File: src/hdl/tuner_status_pkg.sv
package tuner_status_pkg;

  localparam int ADDR_W = 5;
  localparam int DATA_W = 16;
  localparam int CHANNEL_SETTING_W = 10;
  localparam int IRQ_N  = 3;

  // ****************************************************************
  // Register map
  // ****************************************************************
  localparam logic [4:0] OFS_BOOT_CFG   = 5'h09;
  localparam logic [4:0] OFS_STATUS     = 5'h0A;
  localparam logic [4:0] OFS_CHANNEL    = 5'h0B;
  localparam logic [4:0] OFS_RSV_C      = 5'h0C;
  localparam logic [4:0] OFS_RSV_D      = 5'h0D;
  localparam logic [4:0] OFS_RSV_E      = 5'h0E;
  localparam logic [4:0] OFS_CONTROL    = 5'h10;
  localparam logic [4:0] OFS_IRQ_STATUS = 5'h11;
  localparam logic [4:0] OFS_IRQ_MASK   = 5'h12;
  localparam logic [4:0] OFS_FREQ       = 5'h13;

  // ****************************************************************
  // Field positions
  // ****************************************************************
  localparam int STAT_COMPLETE_BIT = 14;
  localparam int STAT_FAIL_BIT     = 13;
  localparam int STAT_RAIL_BIT     = 12;
  localparam int STAT_STEREO_BIT   = 8;
  localparam int CTRL_SEEK_BIT     = 0;
  localparam int CTRL_TUNE_BIT     = 1;
  localparam int CTRL_WRAP_BIT     = 2;
  localparam int CTRL_BAND_LSB     = 4;
  localparam int CTRL_SPACE_LSB    = 6;
  localparam int CTRL_GENERAL_PIN_THREE_LSB    = 8;
  localparam int IRQ_COMPLETE_BIT  = 0;
  localparam int IRQ_FAIL_BIT      = 1;
  localparam int IRQ_RAIL_BIT      = 2;

  // ****************************************************************
  // Reset values and codes
  // ****************************************************************
  localparam logic [15:0] BOOT_CFG_RESET = 16'h0000;
  localparam logic [15:0] RSV_C_RESET    = 16'h0000;
  localparam logic [15:0] RSV_D_RESET    = 16'h0000;
  localparam logic [15:0] RSV_E_RESET    = 16'h0000;
  localparam logic [7:0]  SIGNAL_STRENGTH_MAX       = 8'h4B;
  localparam logic [1:0]  GENERAL_PIN_THREE_STEREO   = 2'h1;
  localparam logic [1:0]  BAND_WIDE_EU   = 2'h0;
  localparam logic [1:0]  BAND_WIDE_JP   = 2'h1;
  localparam logic [1:0]  BAND_JP        = 2'h2;
  localparam logic [1:0]  SPACE_200K     = 2'h0;
  localparam logic [1:0]  SPACE_100K     = 2'h1;
  localparam logic [1:0]  SPACE_50K      = 2'h2;

  // Frequencies in units of 10 kHz
  localparam logic [15:0] BASE_87M5      = 16'h222E;
  localparam logic [15:0] BASE_76M       = 16'h1DB0;
  localparam logic [4:0]  STEP_200K      = 5'h14;
  localparam logic [4:0]  STEP_100K      = 5'h0A;
  localparam logic [4:0]  STEP_50K       = 5'h05;

endpackage

File: src/hdl/channel_freq.sv
`timescale 1ns/1ps
`default_nettype none
module channel_freq (
  // Clock and reset
  input  wire logic                                mclk_i,
  input  wire logic                                rst_n_i,
  // Tuning setup
  input  wire logic [1:0]                          band_i,
  input  wire logic [1:0]                          spacing_i,
  input  wire logic [tuner_status_pkg::CHANNEL_SETTING_W-1:0] index_i,
  // Frequency in 10 kHz units
  output logic      [tuner_status_pkg::DATA_W-1:0] freq_o
);
  import tuner_status_pkg::*;

  logic [4:0]        step;
  logic [15:0]       base;
  logic [DATA_W-1:0] freq_reg;
  logic [DATA_W-1:0] freq_next;

  always_comb begin
    case (spacing_i)
      SPACE_200K: step = STEP_200K;
      SPACE_100K: step = STEP_100K;
      SPACE_50K:  step = STEP_50K;
      default:    step = 5'h00;
    endcase
    if (band_i == BAND_WIDE_JP || band_i == BAND_JP) begin
      base = BASE_76M;
    end else begin
      base = BASE_87M5;
    end
    freq_next = base + (16'(index_i) * 16'(step));
  end

  always_ff @(posedge mclk_i or negedge rst_n_i) begin
    if (!rst_n_i) begin
      freq_reg <= 16'h0000;
    end else begin
      freq_reg <= freq_next;
    end
  end

  assign freq_o = freq_reg;

endmodule
`default_nettype wire

File: src/hdl/tuner_status_readback_regs.sv
`timescale 1ns/1ps
`default_nettype none
module tuner_status_readback_regs (
  // Clock and reset
  input  wire logic                                mclk_i,
  input  wire logic                                rst_n_i,
  // Register port
  input  wire logic [tuner_status_pkg::ADDR_W-1:0] addr_i,
  input  wire logic [tuner_status_pkg::DATA_W-1:0] wdata_i,
  input  wire logic                                wr_i,
  input  wire logic                                rd_i,
  output logic      [tuner_status_pkg::DATA_W-1:0] rdata_o,
  // Tuner core events and state
  input  wire logic                                seek_done_i,
  input  wire logic                                tune_done_i,
  input  wire logic                                seek_fail_i,
  input  wire logic                                band_limit_i,
  input  wire logic                                afc_railed_i,
  input  wire logic                                afc_update_i,
  input  wire logic                                stereo_i,
  input  wire logic [7:0]                          signal_strength_i,
  input  wire logic [tuner_status_pkg::CHANNEL_SETTING_W-1:0] channel_i,
  input  wire logic                                channel_valid_i,
  // Tuner core controls
  output logic                                     seek_req_o,
  output logic                                     tune_req_o,
  output logic                                     seek_wrap_mode_o,
  output logic      [1:0]                          band_o,
  output logic      [1:0]                          spacing_o,
  output logic                                     softmute_o,
  // General pin three
  output logic                                     general_pin_three_o,
  output logic                                     general_pin_three_oe_o,
  // Interrupt
  output logic                                     irq_o
);
  import tuner_status_pkg::*;

  // ****************************************************************
  // State
  // ****************************************************************
  logic [DATA_W-1:0] boot_cfg_reg,   boot_cfg_next;
  logic              seek_req_reg,   seek_req_next;
  logic              tune_req_reg,   tune_req_next;
  logic              wrap_reg,       wrap_next;
  logic [1:0]        band_reg,       band_next;
  logic [1:0]        space_reg,      space_next;
  logic [1:0]        general_pin_three_sel_reg,  general_pin_three_sel_next;
  logic              complete_reg,   complete_next;
  logic              fail_reg,       fail_next;
  logic              rail_reg,       rail_next;
  logic              stereo_reg,     stereo_next;
  logic [7:0]        signal_strength_reg,       signal_strength_next;
  logic [CHANNEL_SETTING_W-1:0] channel_setting_reg,       channel_setting_next;
  logic              pin3_reg,       pin3_next;
  logic              pin3_oe_reg,    pin3_oe_next;
  logic [IRQ_N-1:0]  irq_stat_reg,   irq_stat_next;
  logic [IRQ_N-1:0]  irq_mask_reg,   irq_mask_next;
  logic [IRQ_N-1:0]  irq_event;
  logic              irq_reg,        irq_next;
  logic [DATA_W-1:0] rdata_reg,      rdata_next;
  logic [DATA_W-1:0] freq;
  logic [DATA_W-1:0] status_word;
  logic              op_done;
  logic              seek_drop;
  logic              tune_drop;
  logic              seeking;

  // ****************************************************************
  // Frequency readback
  // ****************************************************************
  channel_freq u_channel_freq (
    .mclk_i    (mclk_i),
    .rst_n_i   (rst_n_i),
    .band_i    (band_reg),
    .spacing_i (space_reg),
    .index_i   (channel_setting_reg),
    .freq_o    (freq)
  );

  // ****************************************************************
  // Control register
  // ****************************************************************
  always_comb begin
    seek_req_next  = seek_req_reg;
    tune_req_next  = tune_req_reg;
    wrap_next      = wrap_reg;
    band_next      = band_reg;
    space_next     = space_reg;
    general_pin_three_sel_next = general_pin_three_sel_reg;
    boot_cfg_next  = boot_cfg_reg;
    if (wr_i && addr_i == OFS_CONTROL) begin
      seek_req_next  = wdata_i[CTRL_SEEK_BIT];
      tune_req_next  = wdata_i[CTRL_TUNE_BIT];
      wrap_next      = wdata_i[CTRL_WRAP_BIT];
      band_next      = wdata_i[CTRL_BAND_LSB +: 2];
      space_next     = wdata_i[CTRL_SPACE_LSB +: 2];
      general_pin_three_sel_next = wdata_i[CTRL_GENERAL_PIN_THREE_LSB +: 2];
    end
    // Host keeps this word intact by read-modify-write
    if (wr_i && addr_i == OFS_BOOT_CFG) begin
      boot_cfg_next = wdata_i;
    end
    seek_drop = seek_req_reg && !seek_req_next;
    tune_drop = tune_req_reg && !tune_req_next;
  end

  always_ff @(posedge mclk_i or negedge rst_n_i) begin
    if (!rst_n_i) begin
      seek_req_reg  <= 1'b0;
      tune_req_reg  <= 1'b0;
      wrap_reg      <= 1'b0;
      band_reg      <= BAND_WIDE_EU;
      space_reg     <= SPACE_200K;
      general_pin_three_sel_reg <= 2'h0;
      boot_cfg_reg  <= BOOT_CFG_RESET;
    end else begin
      seek_req_reg  <= seek_req_next;
      tune_req_reg  <= tune_req_next;
      wrap_reg      <= wrap_next;
      band_reg      <= band_next;
      space_reg     <= space_next;
      general_pin_three_sel_reg <= general_pin_three_sel_next;
      boot_cfg_reg  <= boot_cfg_next;
    end
  end

  // ****************************************************************
  // Status flags
  // ****************************************************************
  always_comb begin
    op_done       = seek_done_i || tune_done_i;
    seeking       = seek_req_reg && !complete_reg;
    complete_next = complete_reg;
    fail_next     = fail_reg;
    rail_next     = rail_reg;
    channel_setting_next     = channel_setting_reg;
    if (seek_drop || tune_drop) begin
      complete_next = 1'b0;
    end
    if (op_done) begin
      complete_next = 1'b1;
    end
    if (seek_drop) begin
      fail_next = 1'b0;
    end
    if (!wrap_reg && seek_done_i && seek_fail_i) begin
      fail_next = 1'b1;
    end
    if (wrap_reg && seeking && band_limit_i) begin
      fail_next = 1'b1;
    end
    if (op_done || afc_update_i) begin
      rail_next = afc_railed_i;
    end
    if ((seeking && channel_valid_i) || op_done) begin
      channel_setting_next = channel_i;
    end
    stereo_next = stereo_i;
    signal_strength_next = (signal_strength_i > SIGNAL_STRENGTH_MAX) ? SIGNAL_STRENGTH_MAX
                                                : signal_strength_i;
    pin3_oe_next = (general_pin_three_sel_next == GENERAL_PIN_THREE_STEREO);
    pin3_next    = pin3_oe_next && stereo_next;
  end

  always_ff @(posedge mclk_i or negedge rst_n_i) begin
    if (!rst_n_i) begin
      complete_reg <= 1'b0;
      fail_reg     <= 1'b0;
      rail_reg     <= 1'b0;
      channel_setting_reg     <= '0;
      stereo_reg   <= 1'b0;
      signal_strength_reg     <= 8'h00;
      pin3_reg     <= 1'b0;
      pin3_oe_reg  <= 1'b0;
    end else begin
      complete_reg <= complete_next;
      fail_reg     <= fail_next;
      rail_reg     <= rail_next;
      channel_setting_reg     <= channel_setting_next;
      stereo_reg   <= stereo_next;
      signal_strength_reg     <= signal_strength_next;
      pin3_reg     <= pin3_next;
      pin3_oe_reg  <= pin3_oe_next;
    end
  end

  // ****************************************************************
  // Interrupts
  // ****************************************************************
  assign irq_event[IRQ_COMPLETE_BIT] = complete_next && !complete_reg;
  assign irq_event[IRQ_FAIL_BIT]     = fail_next && !fail_reg;
  assign irq_event[IRQ_RAIL_BIT]     = rail_next != rail_reg;

  // Sticky bits, write one to clear; a new event beats the clear
  genvar gi;
  generate
    for (gi = 0; gi < IRQ_N; gi++) begin : g_irq
      always_comb begin
        irq_stat_next[gi] = irq_stat_reg[gi];
        if (wr_i && addr_i == OFS_IRQ_STATUS && wdata_i[gi]) begin
          irq_stat_next[gi] = 1'b0;
        end
        if (irq_event[gi]) begin
          irq_stat_next[gi] = 1'b1;
        end
      end
    end
  endgenerate

  always_comb begin
    irq_mask_next = irq_mask_reg;
    if (wr_i && addr_i == OFS_IRQ_MASK) begin
      irq_mask_next = wdata_i[IRQ_N-1:0];
    end
    irq_next = |(irq_stat_next & irq_mask_next);
  end

  always_ff @(posedge mclk_i or negedge rst_n_i) begin
    if (!rst_n_i) begin
      irq_stat_reg <= '0;
      irq_mask_reg <= '0;
      irq_reg      <= 1'b0;
    end else begin
      irq_stat_reg <= irq_stat_next;
      irq_mask_reg <= irq_mask_next;
      irq_reg      <= irq_next;
    end
  end

  // ****************************************************************
  // Read path
  // ****************************************************************
  always_comb begin
    status_word                    = 16'h0000;
    status_word[STAT_COMPLETE_BIT] = complete_reg;
    status_word[STAT_FAIL_BIT]     = fail_reg;
    status_word[STAT_RAIL_BIT]     = rail_reg;
    status_word[STAT_STEREO_BIT]   = stereo_reg;
    status_word[7:0]               = signal_strength_reg;
    rdata_next                     = 16'h0000;
    if (rd_i) begin
      case (addr_i)
        OFS_BOOT_CFG:   rdata_next = boot_cfg_reg;
        OFS_STATUS:     rdata_next = status_word;
        OFS_CHANNEL:    rdata_next = {6'h00, channel_setting_reg};
        OFS_RSV_C:      rdata_next = RSV_C_RESET;
        OFS_RSV_D:      rdata_next = RSV_D_RESET;
        OFS_RSV_E:      rdata_next = RSV_E_RESET;
        OFS_CONTROL: begin
          rdata_next[CTRL_SEEK_BIT]         = seek_req_reg;
          rdata_next[CTRL_TUNE_BIT]         = tune_req_reg;
          rdata_next[CTRL_WRAP_BIT]         = wrap_reg;
          rdata_next[CTRL_BAND_LSB +: 2]    = band_reg;
          rdata_next[CTRL_SPACE_LSB +: 2]   = space_reg;
          rdata_next[CTRL_GENERAL_PIN_THREE_LSB +: 2]   = general_pin_three_sel_reg;
        end
        OFS_IRQ_STATUS: rdata_next = {13'h0000, irq_stat_reg};
        OFS_IRQ_MASK:   rdata_next = {13'h0000, irq_mask_reg};
        OFS_FREQ:       rdata_next = freq;
        default:        rdata_next = 16'h0000;
      endcase
    end
  end

  always_ff @(posedge mclk_i or negedge rst_n_i) begin
    if (!rst_n_i) begin
      rdata_reg <= 16'h0000;
    end else begin
      rdata_reg <= rdata_next;
    end
  end

  // ****************************************************************
  // Outputs
  // ****************************************************************
  assign rdata_o                = rdata_reg;
  assign seek_req_o             = seek_req_reg;
  assign tune_req_o             = tune_req_reg;
  assign seek_wrap_mode_o       = wrap_reg;
  assign band_o                 = band_reg;
  assign spacing_o              = space_reg;
  assign softmute_o             = rail_reg;
  assign general_pin_three_o    = pin3_reg;
  assign general_pin_three_oe_o = pin3_oe_reg;
  assign irq_o                  = irq_reg;
endmodule
`default_nettype wire

File: config.mk
export PLATFORM = sky130hd
export DESIGN_NAME = tuner_status_readback_regs
export DESIGN_NICKNAME = d
export VERILOG_FILES = /design/src/hdl/tuner_status_pkg.sv /design/src/hdl/channel_freq.sv /design/src/hdl/tuner_status_readback_regs.sv
export SDC_FILE = /design/constraint.sdc
export NUM_CORES = 1
export LEC_CHECK = 0
export ABC_CLOCK_PERIOD_IN_PS = 4400
export BUFFER_PORTS_ARGS = -buffer_cell sky130_fd_sc_hd__buf_2
export CORE_MARGIN = 10
export CORE_UTILIZATION = 52
export DETAILED_ROUTE_END_ITERATION = 12
export HOLD_SLACK_MARGIN = 0.02
export PLACE_DENSITY = 0.89
export SETUP_SLACK_MARGIN = 0.2
export SYNTH_ARGS = -nofsm -noshare
export SYNTH_HDL_FRONTEND = slang
export SYNTH_SLANG_ARGS = --single-unit
File: constraint.sdc
create_clock -name mclk_i -period 4.4 [get_ports mclk_i]
set_input_delay 0.22 -clock mclk_i [delete_from_list [all_inputs] [get_ports mclk_i]]
set_output_delay 0.22 -clock mclk_i [all_outputs]
set_load 0.01 [all_outputs]
==> summary.md <==
| Metric | Value |
|---|---|
| Vias in the first global route | `4394` |
| Switching pwr | `1.61 mW` |
| Pleak | `2.97 nW` |
| Outcome | `finished, final reports clean` |
| Grt ovf | `0` |
| Top_reg_cell synth | `dfrtp_1` |
| Input/output buffers | `77` |
| RSZ-0062 raised after global routing | `yes` |
| Post-DRT Antenna Nets | `0` |
| CP Launch Type | `flip-flop` |
| Worst setup path category | `flip-flop to flip-flop` |
| Critical Path RT | `4.70 ns` |
| First-pass GRT wire length | `22.1 mm` |
| Via/cell ratio | `5.67` |
| Clk_skew | `0.0124 ns` |
| Worst path arrival time | `4.39 ns` |
| Post-synthesis cell type count | `49` |
| Multiplexer share of the synthesized area | `8.85%` |
| Vias | `3966` |
| Layout cells sized above 1 | `30.0%` |
| DRT iter0 DRCs | `449` |
| Power Density | `624 mW/mm2` |
| Crit end category | `flip-flop` |
| Net Sw Frac | `41.7%` |
| Fraction of registers with async set/reset | `100%` |
| Fin. max-slew vios | `0` |
| CP max stage cell | `fa_1` |
| Max incr delay on CP | `0.53 ns` |
| Share of power burned in registers | `27.6%` |
| Critical path cell sequence | `nor2b_1, buf_4, and2_4, inv_1, fa_1, inv_1, fa_1, inv_1, fa_1, inv_1, ha_4, and3_1, a2111oi_4, a21oi_2, a41oi_2, xnor2_1` |
| Clock Power Share | `16.3%` |
| WP buf/inv | `5` |
| Internal | `2.26 mW` |
| Post-route DRC | `0` |
| Slew headroom | `18.7%` |
| Post-Layout Cell Count | `699` |
| Ant. Diodes | `0` |
| Clk_lat worst skew | `0.37 ns` |
| Die width | `121 um` |
| Drt wl/cell | `19.9 um` |
| Final-layout fill cell count | `750` |
| CTS root buf | `clkbuf_8` |
| Max Fclk | `0.244 GHz` |
| Wirelength, routed | `13.9 mm` |
| Min Tclk post-route | `4.09 ns` |
| Reg area | `0.00220 mm2` |
| Compound-Gate Fraction of Synth Area | `10.9%` |
| Largest family of logic cells by synthesized area | `adder cells` |
| Max VDD drop | `0.000378 V` |
| Longest Clk Path Bufs | `2` |
| Synth top area cells | `dfrtp_1, fa_1, mux2_2` |
| I/O pins | `78` |
| Net Count, Synth | `578` |
| Pin count of the biggest net entering global routing | `89` |
| Final worst-path cycle share | `93.1%` |
| Final core utilization | `63.1%` |
| Mapped Area | `0.00528 mm2` |
| Synthesis Warnings | `0` |
| Dominant cell type by area after synthesis | `dfrtp_1` |
| DP HPWL | `10.4 mm` |
| CP top delay family | `adder cells` |
| GR Util All Layers | `19.1%` |
| Top cells by count, synth | `dfrtp_1, inv_1, fa_1` |
| H-tree Lvls | `3` |
| Die H | `121 um` |
| Post-synth EDFFs | `0` |
| CTS tree | `done` |
| Post-Synth XOR/XNOR Area | `1.66%` |
| Core area | `0.00982 mm2` |
| Worst hold slack | `0.0384 ns` |
| Max-Cap Viols | `0` |
| Setup TNS | `0 ns` |
| Synth Area in Simple Gates | `12.6%` |
| Count leader, synth | `dfrtp_1` |
| Synth-to-Final Area Change | `17.4%` |
| Pre-antenna DRT Iters | `8` |
| Synthesized area per cell | `11.2 um2` |
| Total power | `3.87 mW` |
| Area of the multi-input gates | `0.00285 mm2` |
| Hold Path Class | `input pin to async pin` |
| Initial Util | `53.7%` |
| Post-synthesis adder-cell area fraction | `18.5%` |
| Net count, final | `669` |
| Seq/Total Area, Yosys | `41.7%` |
| # setup viols final | `0` |
| Worst Tran Pin Value | `1.21 ns` |
| Final RePlAce weighted congestion | `0.938` |
| CTS buffer count | `9` |
| Die area | `0.0146 mm2` |
| Initial antenna violation count | `0` |
| Clock transition at path regs | `0.10 ns` |
| Worst path most repeated cell | `inv_1` |
| Crit Path Max Fanout | `8` |
| # placed instances | `676` |
| Post-Syn Instances | `470` |
| Final hold violations | `0` |
| Cell Rows | `36` |
| Power share of the combinational group | `56.0%` |
| Proportion of netlist area held by the largest area contributor | `41.7%` |
| CTS sink count | `88` |
| Synthesized flop and latch total | `88` |
-- placed cells by master (no fill, tap or decap), types with 6 or more instances in the layout --
master	n
buf_2	76
mux2_2	28
nor2b_1	12
and2_1	18
o21ai_0	13
dfrtp_1	86
nor2_1	19
fa_1	35
nand2b_1	11
xnor2_1	9
buf_4	12
clkbuf_8	9
mux2_4	8
a222oi_1	6
nand2_1	31
inv_1	63
a21oi_1	9
a22oi_1	23
a31oi_1	9
ha_1	19
-- power by group through the flow --
stage	Combinational, mW	Sequential [mW]	Clock [mW]
after floorplan	1.44	1.05	0
after global placement	1.81	1.07	0
after detailed placement	1.94	1.08	0
after CTS	2.02	1.06	0.635
after global routing	2.41	1.08	0.678
final	2.17	1.07	0.632
-- path summary, 6_finish.rpt --
kind	slack [ns]	end	start	depth (start not counted)
max	0.31	u_channel_freq.freq_o[14]$_DFF_PN0_	spacing_o[1]$_DFFE_PN0P_	16
min	0.04	rdata_o[2]$_DFF_PN0_	rst_n_i	1
max reg2reg	0.31	u_channel_freq.freq_o[14]$_DFF_PN0_	spacing_o[1]$_DFFE_PN0P_	16
min reg2reg	0.50	boot_cfg_reg[1]$_DFFE_PN0P_	boot_cfg_reg[1]$_DFFE_PN0P_	2
max in group asynchronous	3.61	band_o[1]$_DFFE_PN0P_	rst_n_i	1
min in group mclk_i	0.04	signal_strength_reg[0]$_DFF_PN0_	signal_strength_i[0]	2
-- timing repair --
| action | 4_1_cts | 5_1_grt |
|---|---|---|
| buffers inserted | 3 | 3 |
| hold endpoints to repair | 1 | 0 |
| hold buffers | 1 | 0 |
| pin swaps | 2 | 5 |
| gates resized for setup | 3 | 13 |
| cloned | 0 | 0 |
| endpoints found under the setup margin | 2 | 6 |
-- cells by family (layout without fill, tap and decap cells) --
logic type               count (synthesis)  in the layout
flip-flops                              88             88
XOR/XNOR                                10             10
adder cells (fa/ha/maj)                 57             57
other                                    1              1
buffers and inverters                   75            171
AND/OR/NAND/NOR                        120            120
AO/OA/AOI/OAI                           80             80
multiplexers                            39             39
-- worst register-to-register path, stage by stage (launching register included) --
cell and delay (ns):
dfrtp_1 0.42, nor2b_1 0.13, buf_4 0.18, and2_4 0.17, inv_1 0.06, fa_1 0.51
inv_1 0.05, fa_1 0.47, inv_1 0.05, fa_1 0.53, inv_1 0.07, ha_4 0.27
and3_1 0.22, a2111oi_4 0.37, a21oi_2 0.14, a41oi_2 0.23, xnor2_1 0.15
-- area by class of cell --
| cell class | instances | share of cell area, % |
|---|---|---|
| clock buffers | 9 | 2.00 |
| clock inverters | 7 | 1.64 |
| inverters | 65 | 4.06 |
| multi-input cells | 307 | 46.1 |
| flip-flops and latches | 88 | 35.6 |
| well taps | 133 | 2.69 |
| repair buffers | 90 | 7.94 |
-- stage by stage --
| step | setup slack [ns] | area (um2) |
|---|---|---|
| 3_3_place_gp | 0.368 | 5860 |
| 3_5_place_dp | 0.196 | 5860 |
| 5_1_grt | 0.133 | 6190 |
| 4_1_cts | 0.234 | 6130 |
| 2_1_floorplan | 0.205 | 5310 |
| 6_report | 0.305 | 6190 |
-- per-layer routing --
layer | GRT usage [%] | vias up | part of all wire [%]
met5 | 0 | - | 0
met4 | 7.84 | 0 | 3.2
met3 | 5.26 | 42 | 7.0
met2 | 33.7 | 171 | 52
met1 | 21.1 | 1989 | 38
li1 | - | 1764 | -
(Power assumes the default switching activity.)
